`src/mpl_pkg.sv`:
```
package mpl_pkg;

  // Phases of one instruction cycle
  typedef enum logic [1:0] {
    PH_DECODE  = 2'b00,
    PH_READ    = 2'b01,
    PH_PROCESS = 2'b10,
    PH_WRITE   = 2'b11
  } mpl_phase_t;

  // Which word of a two-word instruction is pending
  typedef enum logic [1:0] {
    ST_FIRST     = 2'b00,
    ST_PTR_LOW   = 2'b01,
    ST_COPY_DEST = 2'b10
  } mpl_state_t;

  // Widths
  localparam int unsigned WORD_W  = 16;
  localparam int unsigned DATA_W  = 8;
  localparam int unsigned ADDR_W  = 12;
  localparam int unsigned NIB_W   = 4;
  localparam int unsigned NUM_PTR = 3;

  // File copy: 0101 00da ffff ffff
  localparam logic [5:0]  FILE_COPY_PFX  = 6'h14;
  localparam int unsigned FC_PFX_LSB     = 10;
  localparam int unsigned FC_DEST_BIT    = 9;
  localparam int unsigned FC_BANK_BIT    = 8;

  // Full space copy: 1100 source, 1111 destination
  localparam logic [3:0]  COPY_SRC_PFX   = 4'hc;
  localparam logic [3:0]  COPY_DST_PFX   = 4'hf;
  localparam int unsigned NIB_HI_LSB     = 12;

  // Byte literal ops: 0000 0001 k, 0000 1110 k
  localparam logic [7:0]  BANK_LIT_PFX   = 8'h01;
  localparam logic [7:0]  ACC_LIT_PFX    = 8'h0e;
  localparam int unsigned LIT_PFX_LSB    = 8;

  // Pointer literal load: 1110 1110 00pp kkkk, then 1111 0000 kkkk kkkk
  localparam logic [9:0]  PTR_LOAD_PFX   = 10'h3b8;
  localparam int unsigned PTR_PFX_LSB    = 6;
  localparam int unsigned PTR_SEL_LSB    = 4;
  localparam logic [1:0]  PTR_SEL_MAX    = 2'h2;
  localparam logic [1:0]  PTR_IDX_SEL    = 2'h2;

  // Data space layout
  localparam logic [7:0]  ACCESS_SPLIT   = 8'h60;
  localparam logic [3:0]  ACCESS_HI_BANK = 4'hf;
  localparam logic [3:0]  ACCESS_LO_BANK = 4'h0;
  localparam logic [ADDR_W-1:0] ACC_ALIAS_ADDR = 12'hff0;

  // Reset values
  localparam logic [DATA_W-1:0] ACC_RESET  = 8'h00;
  localparam logic [DATA_W-1:0] BANK_RESET = 8'h00;
  localparam logic [ADDR_W-1:0] PTR_RESET  = 12'h000;

endpackage : mpl_pkg
```
`src/mpl_addr_former.sv`:
```
`timescale 1ns/1ps
`default_nettype none

module mpl_addr_former
  import mpl_pkg::*;
(
  // Operand
  input  wire logic [DATA_W-1:0] fadr_i,
  input  wire logic              bank_bit_i,
  // Context
  input  wire logic [DATA_W-1:0] bank_sel_i,
  input  wire logic              ext_set_en_i,
  input  wire logic [ADDR_W-1:0] index_ptr_i,
  // Result
  output logic      [ADDR_W-1:0] addr_o
);

  logic [ADDR_W-1:0] offset_addr;

  assign offset_addr = index_ptr_i + {{(ADDR_W-DATA_W){1'b0}}, fadr_i};

  always_comb begin
    if (bank_bit_i) begin
      addr_o = {bank_sel_i[NIB_W-1:0], fadr_i}; // RQ6
    end else if (ext_set_en_i && (fadr_i < ACCESS_SPLIT)) begin
      addr_o = offset_addr; // RQ7
    end else if (fadr_i < ACCESS_SPLIT) begin
      addr_o = {ACCESS_LO_BANK, fadr_i}; // RQ6
    end else begin
      addr_o = {ACCESS_HI_BANK, fadr_i}; // RQ5
    end
  end

endmodule // mpl_addr_former

`default_nettype wire

```
`src/mpl_move_exec.sv`:
```
`timescale 1ns/1ps
`default_nettype none

// Operation
// RQ1 - Pointer literal load puts 12-bit constant into pointer pair 0..2, flags untouched.
// RQ2 - Pointer load is two words, two cycles: high part first, low byte second.
// RQ3 - File copy 0101 00da f copies register in one cycle, updating N and Z only.
// RQ4 - File copy destination bit 0 writes accumulator, 1 writes the register back.
// RQ5 - Byte instruction address reaches any location of a 256-byte bank.
// RQ6 - Bank bit 0 selects access bank; bank bit 1 uses the bank selector.
// RQ7 - Bank bit 0, extended set on, address up to 95: indexed literal offset.
// RQ8 - Full copy: words 1100 source, 1111 destination; two cycles, no flags.
// RQ9 - Full copy reaches whole 4096-byte space directly, no bank selection.
// RQ10 - Full copy accepts the accumulator as source or destination.
// RQ11 - Software never targets counter low byte or stack top bytes with full copy.
// RQ12 - Full copy reads source in cycle one; writes destination in last phase.
// RQ13 - Bank literal 0000 0001 k loads selector low nibble, upper nibble forced zero.
// RQ14 - Accumulator literal 0000 1110 k loads accumulator in one cycle, no flags.
// RQ15 - One-cycle instructions: decode, read, process, write phases in order.

module mpl_move_exec
  import mpl_pkg::*;
(
  // Clock and reset
  input  wire logic                      mclk_i,
  input  wire logic                      resetn_i,
  // Program memory fetch
  input  wire logic [WORD_W-1:0]         instr_i,
  output logic      [1:0]                phase_o,
  output logic                           second_word_o,
  // Mode
  input  wire logic                      ext_set_en_i,
  // Banked data memory
  output logic      [ADDR_W-1:0]         dmem_addr_o,
  output logic                           dmem_rd_o,
  output logic                           dmem_wr_o,
  output logic      [DATA_W-1:0]         dmem_wdata_o,
  input  wire logic [DATA_W-1:0]         dmem_rdata_i,
  // Core state
  output logic      [DATA_W-1:0]         acc_o,
  output logic      [DATA_W-1:0]         bank_selector_o,
  output logic      [NUM_PTR*ADDR_W-1:0] data_pointer_pair_o,
  output logic                           flag_n_o,
  output logic                           flag_z_o
);

  mpl_phase_t        phase;
  mpl_state_t        state;
  logic [WORD_W-1:0] ir;
  logic [WORD_W-1:0] ir_held;
  logic [DATA_W-1:0] acc;
  logic [DATA_W-1:0] bank_selector;
  logic [ADDR_W-1:0] data_pointer_pair [NUM_PTR];
  logic [1:0]        ptr_sel;
  logic [DATA_W-1:0] operand;
  logic [DATA_W-1:0] result;
  logic              flag_n;
  logic              flag_z;

  logic              is_file_copy;
  logic              is_copy_src;
  logic              is_copy_dst;
  logic              is_bank_lit;
  logic              is_acc_lit;
  logic              is_ptr_load;
  logic              is_ptr_low;
  logic [ADDR_W-1:0] banked_addr;
  logic [ADDR_W-1:0] full_addr;
  logic              full_is_acc;
  logic [DATA_W-1:0] lit;

  ////////////////////////////////////////////////////////////////////////////
  // Decode

  // Phase 0 decodes straight from the fetch port
  assign ir           = (phase == PH_DECODE) ? instr_i : ir_held; // RQ15
  assign lit          = ir[DATA_W-1:0];
  assign full_addr    = ir[ADDR_W-1:0]; // RQ9
  assign full_is_acc  = (full_addr == ACC_ALIAS_ADDR); // RQ10
  assign is_file_copy = (state == ST_FIRST) &&
                        (ir[WORD_W-1:FC_PFX_LSB] == FILE_COPY_PFX); // RQ3
  assign is_copy_src  = (state == ST_FIRST) &&
                        (ir[WORD_W-1:NIB_HI_LSB] == COPY_SRC_PFX); // RQ8
  assign is_copy_dst  = (state == ST_COPY_DEST) &&
                        (ir[WORD_W-1:NIB_HI_LSB] == COPY_DST_PFX); // RQ8
  assign is_bank_lit  = (state == ST_FIRST) &&
                        (ir[WORD_W-1:LIT_PFX_LSB] == BANK_LIT_PFX); // RQ13
  assign is_acc_lit   = (state == ST_FIRST) &&
                        (ir[WORD_W-1:LIT_PFX_LSB] == ACC_LIT_PFX); // RQ14
  assign is_ptr_load  = (state == ST_FIRST) &&
                        (ir[WORD_W-1:PTR_PFX_LSB] == PTR_LOAD_PFX) &&
                        (ir[PTR_SEL_LSB+1:PTR_SEL_LSB] <= PTR_SEL_MAX); // RQ1
  assign is_ptr_low   = (state == ST_PTR_LOW) &&
                        (ir[WORD_W-1:NIB_HI_LSB] == COPY_DST_PFX); // RQ2

  mpl_addr_former u_addr_former (
    .fadr_i       (ir[DATA_W-1:0]),
    .bank_bit_i   (ir[FC_BANK_BIT]),
    .bank_sel_i   (bank_selector),
    .ext_set_en_i (ext_set_en_i),
    .index_ptr_i  (data_pointer_pair[PTR_IDX_SEL]),
    .addr_o       (banked_addr)
  );

  ////////////////////////////////////////////////////////////////////////////
  // Phase sequencing

  always_ff @(posedge mclk_i) begin
    if (!resetn_i) begin
      phase <= PH_DECODE;
    end else begin
      case (phase)
        PH_DECODE:  phase <= PH_READ; // RQ15
        PH_READ:    phase <= PH_PROCESS;
        PH_PROCESS: phase <= PH_WRITE;
        PH_WRITE:   phase <= PH_DECODE;
        default:    phase <= PH_DECODE;
      endcase
    end
  end

  // Instruction word latch at decode
  always_ff @(posedge mclk_i) begin
    if (!resetn_i) begin
      ir_held <= '0;
    end else if (phase == PH_DECODE) begin
      ir_held <= instr_i;
    end
  end

  // Second word tracking
  always_ff @(posedge mclk_i) begin
    if (!resetn_i) begin
      state <= ST_FIRST;
    end else if (phase == PH_WRITE) begin
      if (is_ptr_load) begin
        state <= ST_PTR_LOW; // RQ2
      end else if (is_copy_src) begin
        state <= ST_COPY_DEST; // RQ8
      end else begin
        state <= ST_FIRST;
      end
    end
  end

  ////////////////////////////////////////////////////////////////////////////
  // Data memory port

  always_ff @(posedge mclk_i) begin
    if (!resetn_i) begin
      dmem_addr_o  <= '0;
      dmem_rd_o    <= 1'b0;
      dmem_wr_o    <= 1'b0;
      dmem_wdata_o <= '0;
    end else begin
      dmem_rd_o <= 1'b0;
      dmem_wr_o <= 1'b0;
      case (phase)
        PH_DECODE: begin
          if (is_file_copy) begin
            dmem_addr_o <= banked_addr; // RQ5
            dmem_rd_o   <= 1'b1; // RQ15
          end else if (is_copy_src && !full_is_acc) begin
            dmem_addr_o <= full_addr; // RQ12
            dmem_rd_o   <= 1'b1; // RQ12
          end
        end
        PH_PROCESS: begin
          if (is_file_copy && ir[FC_DEST_BIT]) begin
            dmem_addr_o  <= banked_addr; // RQ4
            dmem_wr_o    <= 1'b1;
            dmem_wdata_o <= result;
          end else if (is_copy_dst && !full_is_acc) begin
            dmem_addr_o  <= full_addr; // RQ9
            dmem_wr_o    <= 1'b1; // RQ12
            dmem_wdata_o <= operand;
          end
        end
        default: begin
        end
      endcase
    end
  end

  // Operand capture during read phase
  always_ff @(posedge mclk_i) begin
    if (!resetn_i) begin
      operand <= '0;
    end else if (phase == PH_READ) begin
      if (is_copy_src && full_is_acc) begin
        operand <= acc; // RQ10
      end else if (is_file_copy || is_copy_src) begin
        operand <= dmem_rdata_i;
      end
    end
  end

  always_comb begin
    result = operand;
  end

  ////////////////////////////////////////////////////////////////////////////
  // Accumulator and flags

  always_ff @(posedge mclk_i) begin
    if (!resetn_i) begin
      acc <= ACC_RESET;
    end else if (phase == PH_WRITE) begin
      if (is_file_copy && !ir[FC_DEST_BIT]) begin
        acc <= result; // RQ4
      end else if (is_acc_lit) begin
        acc <= lit; // RQ14
      end else if (is_copy_dst && full_is_acc) begin
        acc <= operand; // RQ10
      end
    end
  end

  always_ff @(posedge mclk_i) begin
    if (!resetn_i) begin
      flag_n <= 1'b0;
      flag_z <= 1'b0;
    end else if ((phase == PH_WRITE) && is_file_copy) begin
      flag_n <= result[DATA_W-1]; // RQ3
      flag_z <= (result == '0); // RQ3
    end
  end

  ////////////////////////////////////////////////////////////////////////////
  // Bank selector

  always_ff @(posedge mclk_i) begin
    if (!resetn_i) begin
      bank_selector <= BANK_RESET;
    end else if ((phase == PH_WRITE) && is_bank_lit) begin
      bank_selector <= {{(DATA_W-NIB_W){1'b0}}, lit[NIB_W-1:0]}; // RQ13
    end
  end

  ////////////////////////////////////////////////////////////////////////////
  // Data pointer pairs

  always_ff @(posedge mclk_i) begin
    if (!resetn_i) begin
      ptr_sel <= '0;
    end else if ((phase == PH_WRITE) && is_ptr_load) begin
      ptr_sel <= ir[PTR_SEL_LSB+1:PTR_SEL_LSB];
    end
  end

  genvar gi;
  generate
    for (gi = 0; gi < NUM_PTR; gi++) begin : g_ptr
      always_ff @(posedge mclk_i) begin
        if (!resetn_i) begin
          data_pointer_pair[gi] <= PTR_RESET;
        end else if (phase == PH_WRITE) begin
          if (is_ptr_load && (ir[PTR_SEL_LSB+1:PTR_SEL_LSB] == 2'(gi))) begin
            data_pointer_pair[gi][ADDR_W-1:DATA_W] <= ir[NIB_W-1:0]; // RQ2
          end else if (is_ptr_low && (ptr_sel == 2'(gi))) begin
            data_pointer_pair[gi][DATA_W-1:0] <= lit; // RQ1
          end
        end
      end
      assign data_pointer_pair_o[gi*ADDR_W +: ADDR_W] = data_pointer_pair[gi];
    end
  endgenerate

  ////////////////////////////////////////////////////////////////////////////
  // Outputs

  assign phase_o         = phase;
  assign second_word_o   = (state != ST_FIRST);
  assign acc_o           = acc;
  assign bank_selector_o = bank_selector;
  assign flag_n_o        = flag_n;
  assign flag_z_o        = flag_z;

endmodule // mpl_move_exec

`default_nettype wire

```
`config.mk`:
```
export PLATFORM = sky130hd
export DESIGN_NAME = mpl_move_exec
export DESIGN_NICKNAME = d
export VERILOG_FILES = /design/src/mpl_pkg.sv /design/src/mpl_addr_former.sv /design/src/mpl_move_exec.sv
export SDC_FILE = /design/constraint.sdc
export NUM_CORES = 1
export LEC_CHECK = 0
export BUFFER_PORTS_ARGS = -buffer_cell sky130_fd_sc_hd__buf_2
export CAP_MARGIN = 5
export CORE_MARGIN = 10
export CORE_UTILIZATION = 49
export DETAILED_ROUTE_END_ITERATION = 6
export GPL_ROUTABILITY_DRIVEN = 0
export PLACE_DENSITY = 0.85
export SLEW_MARGIN = 10
export SYNTH_ARGS = -nofsm -noshare
export SYNTH_HDL_FRONTEND = slang
export SYNTH_SLANG_ARGS = --single-unit
```
`constraint.sdc`:
```
create_clock -name mclk_i -period 3.5 [get_ports mclk_i]
set_input_delay 1.05 -clock mclk_i [delete_from_list [all_inputs] [get_ports mclk_i]]
set_output_delay 1.05 -clock mclk_i [all_outputs]
set_load 0.01 [all_outputs]
```
* Word-level counts from Yosys, hierarchy flattened
Memories as Yosys holds them, arrays and structs flattened. Index checks and enable logic that the tools add are counted.
Operators by class: reduce and logical (&&, ||, !) cells 43, muxes and demuxes 57, add/subtract/negate cells 1, bitwise operators 6, order comparisons 2, equality and inequality tests 18
Operators by type and width (count):
- $mux 12 | 7
- $mux 8 | 10
- $mux 1 | 32
- $logic_and 1x1->1 | 24
- $pmux 12 s2 | 1
- $mux 16 | 1
- $add 12x8->12 | 1
- $eq 12x12->1 const B | 1
- $mux 4 | 3
- $eq 10x10->1 const B | 1
- $eq 2x2->1 const B | 5
- $reduce_and 2->1 | 5
- $eq 2x1->1 const B | 4
- $eq 4x4->1 const B | 2
- $eq 8x1->1 const B | 1
- $eq 8x4->1 const B | 1
- $logic_not 2->1 | 4
- $logic_not 8->1 | 1
- $lt 8x7->1 const B | 1
- $pmux 2 s4 | 1
- $reduce_bool 2->1 | 4
- $eq 6x5->1 const B | 1
- $or 1x1->1 | 6
- $mux 2 | 2
- other kinds (7) | 8
Word-level totals: bits in writable memories 36, memories kept 1, flip-flop bits (word level) 66
Memory list:
- data_pointer_pair | depth 3, bits a word 12, read ports 3, clocked after Yosys merged registers in 0, wr ports 3, RTL line mpl_move_exec.sv:53 | logic [ADDR_W-1:0] data_pointer_pair [NUM_PTR];

* Depth between registers and ports, before layout
Gate-level depths: netlist (run 1).
depth in word-level cells 11, mapped depth 16

* Hierarchy
A second synthesis (run 1) with hierarchy kept.
Second synthesis, totals: cell total of the unflattened synthesis 539, area total of the unflattened synthesis 5313.8 µm²
By module, submodules not included:
- mpl_move_exec | times used 1, area each 4698.3 µm², sequential area each 2402.3 µm², cells each 450
- mpl_addr_former | times used 1, area each 615.6 µm², sequential area each 0.0 µm², cells each 89

* Worst setup path after synthesis (run 1)
Ideal clock, no wire load.
path type reg2reg, start register phase[0] (netlist: phase_o[0]), end register dmem_addr_o[11], slack -0.281 ns, arrival time 3.707 ns, stages on the path, launching flop included 15, path through dfxtp_1 > inv_1 > ha_1 > buf_6 > buf_6 > buf_6 > clkbuf_1 > mux2_2 > ha_1 > nand2_1 > o31ai_1 > a22oi_1 > or4b_2 > a31o_2 > a31oi_1
Between the ends: cells in the longest elaborated chain, start to end 8, elaborated cells on any way between the ends 29, classes of those cells add/sub: 1; order compare: 1; eq/ne: 7; mux: 9; reduce/logical: 11
Ends and longest elaborated chain:
- from (decl) | RTL line mpl_move_exec.sv:47 | mpl_phase_t phase;
- from (signal assigned) | RTL line mpl_move_exec.sv:110 | phase <= PH_DECODE;
- from (signal assigned) | RTL line mpl_move_exec.sv:113 | PH_DECODE: phase <= PH_READ;
- from (signal assigned) | RTL line mpl_move_exec.sv:114 | PH_READ: phase <= PH_PROCESS;
- $logic_not 2->1 (*) | RTL line mpl_move_exec.sv:76 | assign ir = (phase == PH_DECODE) ? instr_i : ir_held;
- $mux 16 (*)
- net ir[4] | RTL line mpl_move_exec.sv:49 | logic [WORD_W-1:0] ir;
- $lt 8x7->1 | RTL line mpl_addr_former.sv:25, mpl_addr_former.sv:27
- $mux 12 or $logic_and 1x1->1 (tied branches) | RTL line mpl_addr_former.sv:27, mpl_addr_former.sv:25
- $mux 12 | RTL line mpl_addr_former.sv:25 | end else if (ext_set_en_i && (fadr_i < ACCESS_SPLIT)) begin
- $mux 12 | RTL line mpl_addr_former.sv:23 | if (bank_bit_i) begin
- $mux 12 (on tied branches) | RTL line mpl_move_exec.sv:169, mpl_move_exec.sv:160
- $pmux 12 s2 | RTL line mpl_move_exec.sv:158 | case (phase)
- to (signal assigned) | RTL line mpl_move_exec.sv:161 | dmem_addr_o <= banked_addr;
- to (signal assigned) | RTL line mpl_move_exec.sv:170 | dmem_addr_o <= banked_addr;
- to (signal assigned) | RTL line mpl_move_exec.sv:174 | dmem_addr_o <= full_addr;
- to (decl) | RTL line mpl_move_exec.sv:34 | output logic [ADDR_W-1:0] dmem_addr_o,
The timed path passes the listed nets; every way through them passes the cells marked *. The select of a mux whose other input is x is not followed. A chain may end at the register's enable or synchronous reset.

* Worst setup path in the final report (run 1)
start register phase[0] (netlist: phase_o[0]), end register dmem_addr_o[10]
The elaborated chain is that of the path after synthesis.

==> run metrics, run 1 <==
most area-consuming cells after synthesis=sky130_fd_sc_hd__dfxtp_1 27%, sky130_fd_sc_hd__edfxtp_1 22%, sky130_fd_sc_hd__nor2_1 7.0%; portion of total power attributed to sequential cells=41.7%; headroom to the max-slew limit=39.78%; initial core utilization=50.03%; cell with the largest stage delay on the worst path=sky130_fd_sc_hd__or4b_2; vias in the first global route=4,118; # hold bufs at CTS=0; share of flip-flops with an asynchronous set or reset=0%; Final Net Count=654; static leakage power=2.583 nW; highest ir drop seen on vdd=271.6 uV; switching power=1.168 mW; Buffers on Ports=101; portion of total power attributed to the clock network=24.0%; number of cells produced by synthesis=494; area added between synthesis and finish=20.45%; grt total ovfl=0; final routed wirelength across all metal layers=14,250 um; most used standard cell by instance count after synthesis=sky130_fd_sc_hd__nor2_1; area fraction of the dominant cell type after synthesis=27.27%; final routed DRC violation total=0; Data required, critical path=3.81 ns; achievable frequency=303.9 MHz; Most used DFF post-synth=sky130_fd_sc_hd__dfxtp_1; largest net degree at the start of global routing=36; skew final=0.008135 ns; number of different library cells in the post-synthesis netlist=63; fraction of the yosys area taken by sequential cells=49.59%; final core utilization=60.26%; start-to-end type of the worst setup path=reg2reg; post-synth design cell area=4845 sq um; clock slew at reported path FFs=0.10 ns; maximum single-stage delay on the critical path=0.60 ns; internal power component=2.229 mW; HPWL after detailed placement=10,590 um; Die Area=14,260 sq um; dpl cell area=5574 sq um; CTS tree=done; number of levels the H-tree was split into=3; total power after layout=3.397 mW; vias per cell=5.691; combinational share of power=34.3%; power per cell area=582.0 nW/um^2; num rows=36; number of buffers between clock root and the deepest sink=2; number of synthesized register bits=102; Detail Route Antenna Nets=0; final worst path period need=3.291 ns; antenna diode count=0; overall track demand over capacity in global routing=19.27%; average wire length per cell after detail routing=18.97 um; global-route wire length before repair=21,830 um; Final Hold Fails=0; y dimension of the die=119.4 um; final setup violation count=0; max-capacitance violation count=0; number of detailed-routing iterations run before antenna repair=5; number of top-level pins=106; total clock sinks=102; Floorplan Core Area=9684 sq um; share of total power consumed by net switching=34.38%; max-slew violation total from the final report=0; biggest fanout along the worst timing path=9; post-synth top area cell=sky130_fd_sc_hd__dfxtp_1; number of enable-type register cells in the synthesized netlist=36; Finished Cell Area=5836 sq um; clk_lat worst skew=0.38 ns; mean instance size in the synthesized netlist=9.807 sq um; cell at the root of the clock tree=sky130_fd_sc_hd__clkbuf_8; TritonCTS buffer count=9; number of antenna violations at the first check in global routing=0; slew of the pin with the lowest slew margin=0.8958 ns; width of the die=119.4 um; layout cell share with drive strength beyond 1=28.64%; Arrival @ worst endpoint=3.60 ns; number of synthesis warnings=0; class of the worst hold path=reg2reg; share of the clock period used by the worst path after layout=94.02%; DRC violation total after the first TritonRoute iteration=533; startpoint type of the worst setup path=register; via count=4,274; ranking of synthesized cells by instance count=90 x sky130_fd_sc_hd__nor2_1, 66 x sky130_fd_sc_hd__dfxtp_1, 43 x sky130_fd_sc_hd__nand2_1, 36 x sky130_fd_sc_hd__edfxtp_1, 33 x sky130_fd_sc_hd__mux2i_1; endpoint kind of the worst setup timing path=register; Cell Chain, Critical Path=inv_1, ha_1, buf_6, buf_4, mux2_2, ha_1, nand2_1, o21ai_0, o41ai_1, buf_4, or4b_2, a31o_2, a31oi_1; run status=completed
==> state kept, by name, summed over array words and instances, names as in the netlist, 2 cells and up <==
name               cells
state                  2
dmem_wdata_o           8
operand                8
dmem_addr_o           12
ir_held               16
phase_o                2
acc_o                  8
bank_selector_o        4
data_pointer_pair     36
ptr_sel                2
==> worst max-delay path: cells and delay by family (launching register included) <==
kind | cells | cell delay, ns
AND/OR/NAND/NOR | 2 | 0.71
multiplexers | 1 | 0.36
adder cells (fa/ha/maj) | 2 | 0.55
flip-flops | 1 | 0.35
AO/OA/AOI/OAI | 4 | 0.77
buffers and inverters | 4 | 0.50
==> kinds of logic (layout without fill, tap and decap cells) <==
family | count (synthesis) | after routing | share of synthesized area [%]
compound gates | 89 | 89 | 12.37
xor+xnor | 8 | 8 | 1.446
fa+ha+maj | 14 | 14 | 3.771
buf+inv | 46 | 167 | 4.700
flops | 102 | 102 | 49.59
mux | 48 | 48 | 10.38
other cells | 1 | 4 | 0.07741
simple gates | 186 | 186 | 17.67
==> final timing paths <==
kind                     endpoint  depth (start not counted)            start  slack [ns]
hold / removal    dmem_wdata_o[2]                          2  dmem_wdata_o[2]        0.45
setup reg to reg  dmem_addr_o[10]                         13       phase_o[0]        0.21
setup / recovery  dmem_addr_o[10]                         13       phase_o[0]        0.21
hold reg to reg   dmem_wdata_o[2]                          2  dmem_wdata_o[2]        0.45
==> repair_timing <==
action / in CTS / in global routing
gates resized for setup: 0 / 3
endpoints found under the hold margin: 0 / 0
endpoints found under the setup margin: 0 / 3
buffers inserted: 0 / 5
==> cell type report <==
class,count,area [sq um]
Clock inverter,5,82.58
Multi-Input combinational cell,349,2246
Clock buffer,11,131.4
Tap cell,133,166.4
Inverter,21,78.83
Sequential cell,102,2404
Timing Repair Buffer,130,726.9
Fill cell,795,3849
==> power groups by stage <==
stage / Sequential (mW) / Clock, mW / Combinational [mW]
after floorplan: 1.46 / 0 / 0.711
after global placement: 1.43 / 0 / 1.05
after detailed placement: 1.44 / 0 / 1.09
after CTS: 1.41 / 0.817 / 1.10
after global routing: 1.42 / 0.865 / 1.26
final: 1.42 / 0.817 / 1.16
==> routing by layer <==
metal  up-vias  wire length (um)  global-route usage [%]
met4         0               586                   9.050
met1      1996              5382                   22.03
met5         -                 0                       0
met2       238              7095                   33.33
li1       1989                 -                       -
met3        51              1184                   4.535
==> layout by cell type (no fill, tap or decap), types with 4 or more instances in the layout <==
master                     netlist  routed
sky130_fd_sc_hd__edfxtp_1       36      36
sky130_fd_sc_hd__o21ai_1         4       4
sky130_fd_sc_hd__inv_1          20      20
sky130_fd_sc_hd__a21oi_1        28      27
sky130_fd_sc_hd__buf_4           5      28
sky130_fd_sc_hd__nand3_1        14      14
sky130_fd_sc_hd__o211ai_1        5       5
sky130_fd_sc_hd__ha_1           13      13
sky130_fd_sc_hd__a31oi_1         4       4
sky130_fd_sc_hd__a211oi_1       15      15
sky130_fd_sc_hd__mux2_2         14      14
sky130_fd_sc_hd__nor4_1          4       4
sky130_fd_sc_hd__clkbuf_8        0       9
sky130_fd_sc_hd__xnor2_1         6       6
sky130_fd_sc_hd__dfxtp_1        66      65
sky130_fd_sc_hd__mux2i_1        33      33
sky130_fd_sc_hd__conb_1          1       4
sky130_fd_sc_hd__o21ai_0        10      10
sky130_fd_sc_hd__nand4_1         5       5
sky130_fd_sc_hd__nor2_1         90      90
sky130_fd_sc_hd__nand2b_1        7       7
sky130_fd_sc_hd__nand2_1        43      43
sky130_fd_sc_hd__buf_2           5     101
==> metrics by stage <==
| stage | setup TNS [ns] | instances | hold slack, ns | setup slack (ns) |
|---|---|---|---|---|
| 2_1_floorplan | 0 | 497 | 0.4641 | 0.01441 |
| 3_3_place_gp | 0 | 730 | 0.4433 | 0.08108 |
| 3_5_place_dp | -0.02167 | 730 | 0.4435 | -0.02167 |
| 4_1_cts | 0 | 746 | 0.4561 | 0.1718 |
| 5_1_grt | -0.0009539 | 751 | 0.4736 | -0.0007678 |
| 6_report | 0 | 751 | 0.4537 | 0.2093 |
No activity file was read; power rests on OpenSTA's default activity.
==> run 2, diff against run 1 <==
--- a/config.mk
+++ b/config.mk
@@ -11,7 +11,7 @@
 export CORE_UTILIZATION = 49
 export DETAILED_ROUTE_END_ITERATION = 6
 export GPL_ROUTABILITY_DRIVEN = 0
-export PLACE_DENSITY = 0.85
+export PLACE_DENSITY = 0.76
 export SLEW_MARGIN = 10
 export SYNTH_ARGS = -nofsm -noshare
 export SYNTH_HDL_FRONTEND = slang
==> run metrics, run 2 (synthesized netlist as in run 1, its figures left out) <==
run status=completed; number of setup buffers added after CTS=0; launch instance of the worst register-to-register path=phase_o[0]; cell at the root of the clock tree=sky130_fd_sc_hd__clkbuf_8; max-slew violation total from the final report=0; grt total ovfl=0; leading cell type in the layout, fill and taps excluded=sky130_fd_sc_hd__buf_2; flip-flop count of the largest register after layout=36; number of top-level pins=106; most frequent cells in the layout=101 x sky130_fd_sc_hd__buf_2, 90 x sky130_fd_sc_hd__nor2_1, 65 x sky130_fd_sc_hd__dfxtp_1; skew final=0.009908 ns; Die Area=14,260 sq um; Filler cells=834; antenna diode count=0; number of antenna violations at the first check in global routing=0; DRC violation total after the first TritonRoute iteration=397; number of cells traversed by the worst hold path=2; final worst path period need=3.252 ns; Data required, critical path=3.82 ns; end point of the most critical hold path=dmem_wdata_o[5]; number of buffers between clock root and the deepest sink=2; static leakage power=2.561 nW; class of the worst hold path=reg2reg; Largest regs=data_pointer_pair (36), ir_held (16), dmem_addr_o (12); Final Hold Fails=0; Multi-input gate area=2252 sq um; area added between synthesis and finish=19.86%; final setup violation count=0; start-to-end type of the worst setup path=reg2reg; y dimension of the die=119.4 um; Final Net Count=648; achievable frequency=307.5 MHz; largest net degree at the start of global routing=50; Biggest register=data_pointer_pair; switching power=1.153 mW; global-route track usage on met1=21.91%; width of the die=119.4 um; Buffers on Ports=101; highest ir drop seen on vdd=260.1 uV; share of the clock period used by the worst path after layout=92.93%; # hold bufs at CTS=0; num rows=36; reg2reg path depth=12; routing layer with the top usage in global route=met2; clk_lat worst skew=0.38 ns; Arrival @ worst endpoint=3.57 ns; met2 GRT Util=32.09%; overall track demand over capacity in global routing=18.69%; portion of total power attributed to sequential cells=42.0%; portion of total power attributed to the clock network=24.6%; initial core utilization=50.03%; CTS tree=done; share of total power consumed by net switching=34.24%; final routed wirelength across all metal layers=13,660 um; number of levels the H-tree was split into=3; internal power component=2.214 mW; critical register-to-register path endpoint=dmem_addr_o[11]; clock slew at reported path FFs=0.10 ns; biggest fanout along the worst timing path=11; Detail Route Antenna Nets=0; layout cell share with drive strength beyond 1=27.94%; max-capacitance violation count=0; slew of the pin with the lowest slew margin=0.6559 ns; Total Neg Setup Slack=0 ns; Floorplan Core Area=9684 sq um; dpl cell area=5567 sq um; power per cell area=579.7 nW/um^2; number of detailed-routing iterations run before antenna repair=5; global-route wire length before repair=21,550 um; vias per cell=5.542; HPWL after detailed placement=10,400 um; combinational share of power=33.4%; average wire length per cell after detail routing=18.33 um; slack of the worst reg-to-reg path=0.25 ns; vias in the first global route=4,158; Finished Cell Area=5807 sq um; via count=4,129; headroom to the max-slew limit=55.91%; Hold Startpoint=dmem_wdata_o[5]; TritonCTS buffer count=9; total clock sinks=102; Register Area=2404 sq um; startpoint type of the worst setup path=register; final routed DRC violation total=0; endpoint kind of the worst setup timing path=register; RSZ-0062 raised after global routing=false; global-route met3 utilization=5.102%
==> run 2: area by class of cell <==
class,instances,area share (%)
repair buffers,124,11.68
clock buffers,13,3.103
well taps,133,2.866
inverters,21,1.357
clock inverters,3,0.8188
multi-input cells,349,38.78
flip-flops and latches,102,41.39
==> run 2: metal layers <==
layer,vias to the layer above,part of all wire [%]
li1,1971,-
met1,1982,40
met2,147,50
met3,29,7.3
met4,0,2.5
met5,-,0
==> run 2: critical path, stage by stage, from the launching register on <==
cell                       delay (ns)
sky130_fd_sc_hd__dfxtp_2         0.35
sky130_fd_sc_hd__inv_1           0.12
sky130_fd_sc_hd__ha_4            0.25
sky130_fd_sc_hd__buf_4           0.21
sky130_fd_sc_hd__mux2i_1         0.30
sky130_fd_sc_hd__inv_1           0.10
sky130_fd_sc_hd__ha_1            0.38
sky130_fd_sc_hd__a21oi_1         0.12
sky130_fd_sc_hd__o21bai_1        0.16
sky130_fd_sc_hd__a22oi_1         0.12
sky130_fd_sc_hd__or4b_2          0.65
sky130_fd_sc_hd__a31o_2          0.27
sky130_fd_sc_hd__a31oi_1         0.14
==> run 2: worst max-delay path by stage <==
stage,startpoint,to,slack (ns),depth (start not counted)
after global placement,instr_i[0],dmem_addr_o[8],0.07,12
after CTS,phase_o[0],dmem_addr_o[11],0.01,12
after floorplan,phase_o[1],dmem_addr_o[11],0.01,14
final,phase_o[0],dmem_addr_o[11],0.25,12
after detailed placement,instr_i[3],dmem_addr_o[11],0.01,9
after global routing,phase_o[1],dmem_addr_o[11],0.08,12
==> run 2: what timing repair did <==
item,4_1_cts,5_1_grt
hold endpoints to repair,0,0
endpoints found under the setup margin,0,4
resized for setup,0,2
==> run 2: power groups by stage <==
stage | Sequential, mW | Clock [mW] | Combinational [mW]
global route | 1.43 | 0.878 | 1.22
CTS | 1.41 | 0.833 | 1.10
floorplan | 1.46 | 0 | 0.711
detailed placement | 1.44 | 0 | 1.09
finish | 1.41 | 0.827 | 1.13
global placement | 1.43 | 0 | 1.07
==> run 2: metrics by stage <==
stage / hold WS [ns] / utilization, % / worst slack [ns] / instances / total power, mW
2_1_floorplan: 0.4641 / - / 0.01441 / 497 / 2.167
3_3_place_gp: 0.4423 / 57.48 / 0.06900 / 729 / 2.500
3_5_place_dp: 0.4462 / 57.48 / 0.009763 / 729 / 2.525
4_1_cts: 0.4592 / 59.83 / 0.01433 / 745 / 3.343
5_1_grt: 0.4763 / 59.96 / 0.08338 / 745 / 3.524
6_report: 0.4564 / 59.96 / 0.2476 / 745 / 3.366
==> run 3, diff against run 2 <==
--- a/config.mk
+++ b/config.mk
@@ -7,6 +7,7 @@
 export LEC_CHECK = 0
 export BUFFER_PORTS_ARGS = -buffer_cell sky130_fd_sc_hd__buf_2
 export CAP_MARGIN = 5
+export CORE_ASPECT_RATIO = 1.25
 export CORE_MARGIN = 10
 export CORE_UTILIZATION = 49
 export DETAILED_ROUTE_END_ITERATION = 6
==> run metrics, run 3 (synthesized netlist as in run 1, its figures left out) <==
antenna diode count=0; biggest fanout along the worst timing path=17; flip-flop count of the largest register after layout=36; endpoint kind of the worst setup timing path=register; total power after layout=3.531 mW; Largest regs=data_pointer_pair (36), ir_held (16), dmem_addr_o (12); Biggest register=data_pointer_pair; largest net degree at the start of global routing=35; highest ir drop seen on vdd=417.3 uV; final routed wirelength across all metal layers=13,430 um; max-capacitance violation count=0; via count=4,147; num rows=40; post-cts gate resize count=0; average wire length per cell after detail routing=18.27 um; number of top-level pins=106; slew of the pin with the lowest slew margin=0.6422 ns; Post-Layout Cell Count=735; RSZ-0062 raised after global routing=false; clk_lat worst skew=0.34 ns; Arrival @ worst endpoint=3.62 ns; number of detailed-routing iterations run before antenna repair=5; vias per cell=5.642; clock slew at reported path FFs=0.07 ns; number of levels the H-tree was split into=3; final worst path period need=3.345 ns; layout cell share with drive strength beyond 1=27.59%; number of setup buffers added after CTS=0; Data required, critical path=3.77 ns; initial core utilization=50.16%; area added between synthesis and finish=20.87%; Final Net Count=645; start-to-end type of the worst setup path=reg2reg; vias in the first global route=4,137; total clock sinks=102; number of buffers between clock root and the deepest sink=2; startpoint type of the worst setup path=register; static leakage power=2.586 nW; highest metal layer used by the detailed router=met4; Total Neg Setup Slack=0 ns; DRC violation total after the first TritonRoute iteration=281; final setup violation count=0; final routed DRC violation total=0; met3 wire len=1236 um; achievable frequency=298.9 MHz; Setup WS pre-CTS=-0.1023 ns; CTS tree=done; cell at the root of the clock tree=sky130_fd_sc_hd__clkbuf_16; Die Area=14,290 sq um; leading cell type in the layout, fill and taps excluded=sky130_fd_sc_hd__buf_2; Buffers on Ports=101; global-route wire length before repair=21,490 um; class of the worst hold path=reg2reg; power per cell area=603.1 nW/um^2; Filler cells=843; width of the die=108.9 um; skew final=0.01002 ns; overall track demand over capacity in global routing=18.92%; metal1 wirelength=5170 um; number of antenna violations at the first check in global routing=0; # placed instances=719; Final Hold Fails=0; most frequent cells in the layout=101 x sky130_fd_sc_hd__buf_2, 90 x sky130_fd_sc_hd__nor2_1, 65 x sky130_fd_sc_hd__dfxtp_1; HPWL after detailed placement=10,470 um; y dimension of the die=131.2 um; share of the clock period used by the worst path after layout=95.57%; headroom to the max-slew limit=56.83%; Floorplan Core Area=9659 sq um; Detail Route Antenna Nets=0; max-slew violation total from the final report=0; run status=completed; # hold bufs at CTS=0; grt total ovfl=0; TritonCTS buffer count=9; metal2 WL=6691 um; Setup WS post-layout=0.1549 ns
-- run 3: final timing paths --
check / from / end / slack, ns / cells past startpoint
max: phase_o[1] / dmem_addr_o[10] / 0.15 / 13
min: dmem_wdata_o[7] / dmem_wdata_o[7] / 0.45 / 2
max reg2reg: phase_o[1] / dmem_addr_o[10] / 0.15 / 13
min reg2reg: dmem_wdata_o[7] / dmem_wdata_o[7] / 0.45 / 2
-- run 3: worst max-delay path, cell delays in order, from the launching register on --
cell and delay (ns):
sky130_fd_sc_hd__dfxtp_1 0.37, sky130_fd_sc_hd__inv_1 0.08, sky130_fd_sc_hd__ha_2 0.22, sky130_fd_sc_hd__buf_12 0.16, sky130_fd_sc_hd__mux2_2 0.27, sky130_fd_sc_hd__ha_1 0.22, sky130_fd_sc_hd__fa_1 0.28, sky130_fd_sc_hd__a21oi_2 0.09
sky130_fd_sc_hd__o21ai_0 0.30, sky130_fd_sc_hd__o41ai_2 0.10, sky130_fd_sc_hd__buf_4 0.15, sky130_fd_sc_hd__or4b_2 0.60, sky130_fd_sc_hd__a31o_2 0.26, sky130_fd_sc_hd__a31oi_1 0.16
-- run 3: area by class of cell --
class | instances | area, sq um | area share, %
repair buffers | 121 | 668.1 | 11.41
clock inverters | 4 | 47.55 | 0.8120
multi-input cells | 349 | 2253 | 38.48
well taps | 126 | 157.7 | 2.692
clock buffers | 12 | 246.5 | 4.209
flip-flops and latches | 102 | 2404 | 41.05
inverters | 21 | 78.83 | 1.346
-- run 3: metrics by stage --
step / util, % / area (sq um) / hold WS, ns
floorplan: - / 4875 / 0.4641
global placement: 57.44 / 5548 / 0.4440
detailed placement: 57.44 / 5548 / 0.4470
CTS: 60.48 / 5842 / 0.4559
global route: 60.62 / 5856 / 0.4753
finish: 60.62 / 5856 / 0.4531
-- run 3: per-layer routing --
| layer | vias to the layer above | GRT usage, % |
|---|---|---|
| li1 | 1975 | - |
| met1 | 1982 | 21.55 |
| met5 | - | 0 |
| met4 | 0 | 8.076 |
| met2 | 159 | 31.17 |
| met3 | 31 | 6.311 |
-- run 3: report_power, final --
group	internal (mW)	switching (mW)	total, mW
logic	0.465	0.662	1.13
registers	1.34	0.0763	1.41
clock network	0.572	0.418	0.990
